<file path="src/hw/scr_map.svh">
// register offsets, field positions, reset values and address ranges of the system control block
`ifndef SCR_MAP_SVH
`define SCR_MAP_SVH

// axi4-lite byte offsets
`define SCR_OFF_SYSCTL       8'h00
`define SCR_OFF_MODECFG      8'h04
`define SCR_OFF_IRQ_STATUS   8'h08
`define SCR_OFF_IRQ_CLEAR    8'h0C
`define SCR_OFF_IRQ_ENABLE   8'h10

// system_control field positions
`define SCR_BIT_RSVD7        7
`define SCR_BIT_STROBE_SEL   6
`define SCR_BIT_IRQ_MODE_HI  5
`define SCR_BIT_IRQ_MODE_LO  4
`define SCR_BIT_RESET_SRC    3
`define SCR_BIT_NMI_EDGE     2
`define SCR_BIT_WINDOW_SEL   1
`define SCR_BIT_RAM_ENABLE   0

// system_control values
`define SCR_SYSCTL_RESET     8'h09
`define SCR_SYSCTL_WDT_RESET 8'h01
`define SCR_SYSCTL_WMASK     8'hD7

// mode_config fields
`define SCR_BIT_EXT_MODE     0
`define SCR_BIT_MODE_PIN_LO  1
`define SCR_BIT_MODE_PIN_HI  2
`define SCR_MODE_PINS_MODE1  2'h1

// event bits of the interrupt registers
`define SCR_NUM_EV           2
`define SCR_EV_NMI           0
`define SCR_EV_BAD_IRQ_MODE  1

// cpu address ranges, low 16 bits of the address
`define SCR_IO_STROBE_LO     16'hF000
`define SCR_IO_STROBE_HI     16'hF7FF
`define SCR_WIN_A_LO         16'hFFF0
`define SCR_WIN_A_HI         16'hFFF7
`define SCR_WIN_B_LO         16'hFFFC
`define SCR_WIN_B_HI         16'hFFFF

// axi responses
`define SCR_RESP_OKAY        2'h0
`define SCR_RESP_SLVERR      2'h2

`endif

</file>
<file path="src/hw/scr_pkg.sv">
// types of the system control block
package scr_pkg;

  typedef struct packed {
    logic       nmi_s1;
    logic       nmi_s2;
    logic       nmi_prev;
    logic [1:0] md_s1;
    logic [1:0] md_s2;
    logic [7:0] sysctl;
    logic       extended_mode_enable;
    logic       ext_mode;
    logic [1:0] irq_stat;
    logic [1:0] irq_en;
    logic       irq;
    logic       nmi_request;
    logic       strobe_pin_n;
    logic       aux_timer_sel;
    logic       keypad_sel;
    logic       ram_sel;
    logic       awready;
    logic       aw_got;
    logic [7:0] awaddr;
    logic       wready;
    logic       w_got;
    logic [7:0] wdata;
    logic       wlane0;
    logic       bvalid;
    logic [1:0] bresp;
    logic       arready;
    logic       rvalid;
    logic [7:0] rdata;
    logic [1:0] rresp;
  } scr_state_s;

endpackage : scr_pkg

</file>
<file path="src/hw/scr_system_control.sv">
// system control register bank with axi4-lite slave, strobe pin, window and ram select
`timescale 1ns/10ps
`default_nettype none
`include "scr_map.svh"

module scr_system_control
  import scr_pkg::*;
(
  input  wire logic        aclk,
  input  wire logic        aresetn,
  // axi4-lite slave
  input  wire logic [7:0]  s_axi_awaddr,
  input  wire logic        s_axi_awvalid,
  output var  logic        s_axi_awready,
  input  wire logic [31:0] s_axi_wdata,
  input  wire logic [3:0]  s_axi_wstrb,
  input  wire logic        s_axi_wvalid,
  output var  logic        s_axi_wready,
  output var  logic [1:0]  s_axi_bresp,
  output var  logic        s_axi_bvalid,
  input  wire logic        s_axi_bready,
  input  wire logic [7:0]  s_axi_araddr,
  input  wire logic        s_axi_arvalid,
  output var  logic        s_axi_arready,
  output var  logic [31:0] s_axi_rdata,
  output var  logic [1:0]  s_axi_rresp,
  output var  logic        s_axi_rvalid,
  input  wire logic        s_axi_rready,
  // chip side
  input  wire logic        wdt_overflow,
  input  wire logic [1:0]  mode_pins,
  input  wire logic        nmi_pin,
  input  wire logic        cpu_access,
  input  wire logic [15:0] cpu_addr,
  input  wire logic        cpu_external,
  input  wire logic        cpu_ram_hit,
  output var  logic        strobe_pin_n,
  output var  logic [1:0]  irq_mode,
  output var  logic        nmi_request,
  output var  logic        extended_mode,
  output var  logic        aux_timer_sel,
  output var  logic        keypad_sel,
  output var  logic        onchip_ram_sel,
  output var  logic        onchip_ram_enable,
  output var  logic        irq
);

  scr_state_s st;
  scr_state_s next_st;
  scr_state_s rst_st;

  logic       mode1;
  logic       ext_mode;
  logic       nmi_rise;
  logic       nmi_fall;
  logic       nmi_event;
  logic       in_io_range;
  logic       in_window;
  logic       do_write;
  logic       do_read;
  logic       bad_mode;
  logic [1:0] ev_set;
  logic [1:0] ev_clr;
  logic [7:0] rd_val;
  logic       rd_ok;
  logic       wr_ok;

  // reset image of the whole state
  always_comb begin
    rst_st              = '0;
    rst_st.sysctl       = `SCR_SYSCTL_RESET;
    rst_st.strobe_pin_n = 1'b1;
    rst_st.awready      = 1'b1;
    rst_st.wready       = 1'b1;
    rst_st.arready      = 1'b1;
  end

  // extended mode and address decode of the current cpu access
  always_comb begin
    mode1       = (st.md_s2 == `SCR_MODE_PINS_MODE1);
    ext_mode    = mode1 | st.extended_mode_enable;
    in_io_range = (cpu_addr >= `SCR_IO_STROBE_LO) && (cpu_addr <= `SCR_IO_STROBE_HI);
    in_window   = ((cpu_addr >= `SCR_WIN_A_LO) && (cpu_addr <= `SCR_WIN_A_HI)) ||
                  ((cpu_addr >= `SCR_WIN_B_LO) && (cpu_addr <= `SCR_WIN_B_HI));
    nmi_rise    = st.nmi_s2 & ~st.nmi_prev;
    nmi_fall    = ~st.nmi_s2 & st.nmi_prev;
    nmi_event   = st.sysctl[`SCR_BIT_NMI_EDGE] ? nmi_rise : nmi_fall;
  end

  // register read value
  always_comb begin
    rd_val = 8'h00;
    rd_ok  = 1'b1;
    unique case (s_axi_araddr)
      `SCR_OFF_SYSCTL: begin
        rd_val = st.sysctl;
      end
      `SCR_OFF_MODECFG: begin
        rd_val[`SCR_BIT_EXT_MODE]    = ext_mode;
        rd_val[`SCR_BIT_MODE_PIN_LO] = st.md_s2[0];
        rd_val[`SCR_BIT_MODE_PIN_HI] = st.md_s2[1];
      end
      `SCR_OFF_IRQ_STATUS: begin
        rd_val[`SCR_NUM_EV-1:0] = st.irq_stat;
      end
      `SCR_OFF_IRQ_CLEAR: begin
        rd_val = 8'h00;
      end
      `SCR_OFF_IRQ_ENABLE: begin
        rd_val[`SCR_NUM_EV-1:0] = st.irq_en;
      end
      default: begin
        rd_ok = 1'b0;
      end
    endcase
  end

  // write decode, valid only when both address and data are held
  always_comb begin
    do_write = st.aw_got & st.w_got & ~st.bvalid;
    wr_ok    = (st.awaddr == `SCR_OFF_SYSCTL) || (st.awaddr == `SCR_OFF_MODECFG) ||
               (st.awaddr == `SCR_OFF_IRQ_STATUS) || (st.awaddr == `SCR_OFF_IRQ_CLEAR) ||
               (st.awaddr == `SCR_OFF_IRQ_ENABLE);
    bad_mode = do_write & st.wlane0 & (st.awaddr == `SCR_OFF_SYSCTL) &
               st.wdata[`SCR_BIT_IRQ_MODE_HI];
    ev_clr   = '0;
    if (do_write && st.wlane0 && (st.awaddr == `SCR_OFF_IRQ_CLEAR)) begin
      ev_clr = st.wdata[`SCR_NUM_EV-1:0];
    end
    ev_set                       = '0;
    ev_set[`SCR_EV_NMI]          = nmi_event;
    ev_set[`SCR_EV_BAD_IRQ_MODE] = bad_mode;
    do_read  = st.arready & s_axi_arvalid;
  end

  // next state
  always_comb begin
    next_st = st;

    // pin synchronisers
    next_st.nmi_s1   = nmi_pin;
    next_st.nmi_s2   = st.nmi_s1;
    next_st.nmi_prev = st.nmi_s2;
    next_st.md_s1    = mode_pins;
    next_st.md_s2    = st.md_s1;

    // write channel capture, address and data in either order
    if (st.awready && s_axi_awvalid) begin
      next_st.aw_got = 1'b1;
      next_st.awaddr = s_axi_awaddr;
    end
    if (st.wready && s_axi_wvalid) begin
      next_st.w_got  = 1'b1;
      next_st.wdata  = s_axi_wdata[7:0];
      next_st.wlane0 = s_axi_wstrb[0];
    end

    if (do_write) begin
      next_st.aw_got = 1'b0;
      next_st.w_got  = 1'b0;
      next_st.bvalid = 1'b1;
      next_st.bresp  = wr_ok ? `SCR_RESP_OKAY : `SCR_RESP_SLVERR;
      if (st.wlane0) begin
        unique case (st.awaddr)
          `SCR_OFF_SYSCTL: begin
            // read-only bits 5 and 3 keep their value, so modes 10 and 11 cannot be set
            next_st.sysctl = (st.sysctl & ~`SCR_SYSCTL_WMASK) |
                             (st.wdata & `SCR_SYSCTL_WMASK);
          end
          `SCR_OFF_MODECFG: begin
            next_st.extended_mode_enable = st.wdata[`SCR_BIT_EXT_MODE];
          end
          `SCR_OFF_IRQ_ENABLE: begin
            next_st.irq_en = st.wdata[`SCR_NUM_EV-1:0];
          end
          default: begin
            next_st.extended_mode_enable = st.extended_mode_enable;
          end
        endcase
      end
    end else if (st.bvalid && s_axi_bready) begin
      next_st.bvalid = 1'b0;
    end
    next_st.awready = ~next_st.aw_got & ~next_st.bvalid;
    next_st.wready  = ~next_st.w_got & ~next_st.bvalid;

    // read channel: one read at a time, answered the cycle after it is taken
    if (do_read) begin
      next_st.arready = 1'b0;
      next_st.rvalid  = 1'b1;
      next_st.rdata   = rd_val;
      next_st.rresp   = rd_ok ? `SCR_RESP_OKAY : `SCR_RESP_SLVERR;
    end else if (st.rvalid && s_axi_rready) begin
      next_st.rvalid  = 1'b0;
      next_st.arready = 1'b1;
    end

    // sticky events, a set in the clearing cycle wins
    next_st.irq_stat    = (st.irq_stat & ~ev_clr) | ev_set;
    next_st.irq         = |(next_st.irq_stat & next_st.irq_en);
    next_st.nmi_request = nmi_event;

    // strobe pin: address strobe or io strobe, only in extended mode
    next_st.strobe_pin_n = 1'b1;
    if (ext_mode && cpu_access) begin
      if (st.sysctl[`SCR_BIT_STROBE_SEL]) begin
        next_st.strobe_pin_n = ~in_io_range;
      end else begin
        next_st.strobe_pin_n = ~cpu_external;
      end
    end

    // shared windows and ram gating
    next_st.aux_timer_sel = cpu_access & in_window & ~st.sysctl[`SCR_BIT_WINDOW_SEL];
    next_st.keypad_sel    = cpu_access & in_window & st.sysctl[`SCR_BIT_WINDOW_SEL];
    next_st.ram_sel       = cpu_access & cpu_ram_hit & st.sysctl[`SCR_BIT_RAM_ENABLE];

    // watchdog overflow resets the chip but leaves the source flag at zero
    if (wdt_overflow) begin
      next_st        = rst_st;
      next_st.sysctl = `SCR_SYSCTL_WDT_RESET;
      next_st.nmi_s1 = st.nmi_s1;
      next_st.nmi_s2 = st.nmi_s2;
      next_st.md_s1  = st.md_s1;
      next_st.md_s2  = st.md_s2;
    end

    // registered effective extended mode, so the output pin comes from a flop
    next_st.ext_mode = (next_st.md_s2 == `SCR_MODE_PINS_MODE1) | next_st.extended_mode_enable;
  end

  always_ff @(posedge aclk) begin
    if (!aresetn) begin
      st <= rst_st;
    end else begin
      st <= next_st;
    end
  end

  always_comb begin
    s_axi_awready     = st.awready;
    s_axi_wready      = st.wready;
    s_axi_bvalid      = st.bvalid;
    s_axi_bresp       = st.bresp;
    s_axi_arready     = st.arready;
    s_axi_rvalid      = st.rvalid;
    s_axi_rresp       = st.rresp;
    s_axi_rdata       = {24'h00_0000, st.rdata};
    strobe_pin_n      = st.strobe_pin_n;
    irq_mode          = {st.sysctl[`SCR_BIT_IRQ_MODE_HI], st.sysctl[`SCR_BIT_IRQ_MODE_LO]};
    nmi_request       = st.nmi_request;
    extended_mode     = st.ext_mode;
    aux_timer_sel     = st.aux_timer_sel;
    keypad_sel        = st.keypad_sel;
    onchip_ram_sel    = st.ram_sel;
    onchip_ram_enable = st.sysctl[`SCR_BIT_RAM_ENABLE];
    irq               = st.irq;
  end

endmodule : scr_system_control
`default_nettype wire

</file>
<file path="config.mk">
export PLATFORM = sky130hd
export DESIGN_NAME = scr_system_control
export DESIGN_NICKNAME = d
export VERILOG_FILES = /design/src/hw/scr_pkg.sv /design/src/hw/scr_system_control.sv
export VERILOG_INCLUDE_DIRS = /design/src /design/src/hw
export SDC_FILE = /design/constraint.sdc
export NUM_CORES = 1
export LEC_CHECK = 0
export ABC_AREA = 1
export CORE_MARGIN = 4
export CORE_UTILIZATION = 44
export CTS_BUF_LIST = sky130_fd_sc_hd__clkbuf_8
export CTS_CLUSTER_DIAMETER = 100
export CTS_CLUSTER_SIZE = 16
export DETAILED_ROUTE_END_ITERATION = 7
export DONT_BUFFER_PORTS = 1
export PLACE_DENSITY = 0.64
export SLEW_MARGIN = 15
export SYNTH_ARGS = -nofsm -noshare
export SYNTH_HDL_FRONTEND = slang
export SYNTH_SLANG_ARGS = --single-unit
export TNS_END_PERCENT = 50
</file>
<file path="constraint.sdc">
create_clock -name aclk -period 3.55 [get_ports aclk]
set_input_delay 0.5325 -clock aclk [delete_from_list [all_inputs] [get_ports aclk]]
set_output_delay 0.5325 -clock aclk [all_outputs]
set_load 0.05 [all_outputs]
</file>
==> flow_summary.toml <==
[power_and_ir_drop]
p_sw_share_pct = 27.90
leakage_nw = 1.222
seq_power_share_pct = 48.6
switching_power_w = 0.0004074
comb_power_share_pct = 10.2
power.clock.fraction_pct = 41.2
worst_ir_drop_vdd_v = 0.0002282
internal_power_w = 0.001053
power_density_nw_per_um2 = 533.3

[run_status]
result_of_the_run = "finished clean"

[timing]
fmax_ghz = 0.5874
setup_viol = 0
relSlewSlack_pct = 56.86
worst-slew-pin-transition_ns = 0.6455
finalCritPeriodShare_pct = 47.96
finalClockSkew_ns = 0.004326
setup_total_negative_slack_ns = 0
timing.final.crit_period_ns = 1.702
finalHoldViolations = 0
report.final.slew_viol_count = 0
rsz0062_at_grt = "false"

[detailed_routing]
drt_wl_total_mm = 5.233
post_drt_wl_per_cell_um = 12.28
postRouteAntennaNets = 0
detailedRoute.firstIterationViolations = 67
drc = 0
routed_via_density = 4.664
first_pass_iters = 4
vias = 1987

[cells_and_area]
nets = 428
insertedDiodeCount = 0
drive_gt1_share_pct = 9.117
final_cell_mix = "58 x dfxtp_1, 56 x nor2_1, 53 x nand2_1"
area_growth_pct = 2.771
final_cells = 426
mostFrequentLayoutCell = "dfxtp_1"
multi_input_area_um2 = 1154
area.sequential_um2 = 1161
nFillCells = 613

[floorplanning]
fp.dieH_um = 85.81
coreArea_um2 = 5886
floorplan.rows = 28
start_util_pct = 45.26
die-width_um = 85.81
top_level_ports = 133
floorplan.die_area_um2 = 7363

[logic_synthesis]
post-synth-top-area-cell = "dfxtp_1"
avgSynthCellArea_um2 = 7.525
post_synth_instance_area_um2 = 2664
synthDominantCellAreaShare_pct = 43.59
synth-warning-count = 0
ys_seq_elements = 58
ys_types = 28
ys_top_cells_by_area = "dfxtp_1 44%, buf_4 11%, nor2_1 7.9%, nand2_1 7.5%, o21ai_0 7.1%"
post_synth_inst_count = 354
synth.yosys.seq_area_share_pct = 43.59

[cts]
skew_pair_late_insertion_delay_ns = 0.33
cts.repair.resized = 0
post_cts_buffers = 0
clkSlewWorstSetupHoldPaths_ns = 0.06
cts_inserted_buffers = 9
cts.sink_count = 58
clock_tree.root_cell = "clkbuf_8"
tritoncts = "built"
clockBufferDepth = 2
cts.htree.levels = 3
holdBufCountCts = 0

[worst_setup_path]
worstPathArrival_ns = 1.92
crit_fanout = 11
cp-end-kind = "register"
crit_path_start_kind = "register"
worst_ep_required_ns = 3.77
crit_type = "register to register"

[min_path]
hold_class = "input pin to register"

[placed_design]
place.detailed.instances = 410
place.port_buffers = 0
dp_hpwl_mm = 4.087
gpl.final_weighted_congestion = 0.7406

[grt]
global_route.usage.total_pct = 14.56
grt_first_pass_wirelength_mm = 8.376
vias_in_the_first_global_route = 1896
grt_max_degree = 34
grt-ovfl-total = 0
initial_antenna_violation_count = 0

[job]
drv.max_cap_violation_count = 0
## routing by layer
metal  vias up  wire length (µm)  global-route usage, %  share of wire, %
met5         -                 0                      0                 0
li1       1045                 -                      -                 -
met4         0                77                  8.201               1.5
met3         8               612                  5.764                12
met1       852              2083                  16.44                40
met2        82              2459                  23.38                47
## logic make-up after synthesis
| family | share of synthesized area [%] |
|---|---|
| other | 0.1408 |
| DFF | 43.59 |
| buffers and inverters | 16.91 |
| AOI/OAI and AO/OA | 12.45 |
| and+or+nand+nor | 26.91 |
## worst max-delay path: stages, from the launching register on
cell and delay (ns):
dfxtp_1 0.63, nand2_1 0.34, inv_1 0.30, o21ai_0 0.12, nor2_1 0.14, nor2_1 0.05
## synth_stat cells
library cell  instances
buf_4                38
and3_1                1
dfxtp_1              58
nor2_4                5
a21oi_1              21
and2_1                3
conb_1                1
inv_1                32
o21ai_0              38
nand2_1              53
o211ai_1              1
o21ai_1               4
nor4_2                1
nor2_1               56
nand2_4               1
nand4_2               1
clkbuf_1              5
nand4_1               4
o2111ai_1             1
nor2_8                1
nand3_1              16
inv_2                 3
buf_2                 3
or2_2                 1
nor3_4                1
nand3_4               1
nor2_2                3
nand2_2               1
## power by group through the flow
stage	sequential, W	clock (W)	combinational (W)
finish	0.000710	0.000602	0.000149
global route	0.000712	0.000645	0.000164
CTS	0.000710	0.000611	0.000149
global placement	0.000724	0	0.000148
detailed placement	0.000724	0	0.000149
floorplan	0.000711	0	0.000174
## area by class of cell
class | count | area share (%)
clock buffers | 11 | 5.530
multi-input cells | 242 | 42.14
well taps | 75 | 3.428
clock inverters | 5 | 1.691
inverters | 35 | 4.799
flip-flops and latches | 58 | 42.41
## state kept, by name (all words and copies together), names as in the netlist
signal,count
st,35
s_axi_rdata,7
aux_timer_sel,1
extended_mode,1
irq,1
irq_mode,1
keypad_sel,1
nmi_request,1
onchip_ram_enable,1
onchip_ram_sel,1
s_axi_arready,1
s_axi_awready,1
s_axi_bresp,1
s_axi_bvalid,1
s_axi_rresp,1
s_axi_rvalid,1
s_axi_wready,1
strobe_pin_n,1
## path summary, 6_finish.rpt
check	cells after the start	startpoint	slack (ns)	endpoint
min	1	aresetn	0.27	st[51]$_SDFFE_PN1P_
min reg2reg	2	st[51]$_SDFFE_PN1P_	0.46	st[51]$_SDFFE_PN1P_
max	5	s_axi_wready$_SDFF_PP1_	1.85	s_axi_wready$_SDFF_PP1_
max reg2reg	5	s_axi_wready$_SDFF_PP1_	1.85	s_axi_wready$_SDFF_PP1_
## stage by stage
stage | instance area, µm² | total power, W | hold WS, ns | utilization (%) | worst slack [ns]
2_1_floorplan | 2765 | 0.0008854 | 0.4191 | - | 2.042
3_3_place_gp | 2540 | 0.0008713 | 0.4445 | 43.15 | 1.514
3_5_place_dp | 2540 | 0.0008733 | 0.4496 | 43.15 | 1.538
4_1_cts | 2738 | 0.001470 | 0.2582 | 46.51 | 1.833
5_1_grt | 2738 | 0.001521 | 0.2547 | 46.51 | 1.722
6_report | 2738 | 0.001460 | 0.2668 | 46.51 | 1.848
(Power assumes the default switching activity.)
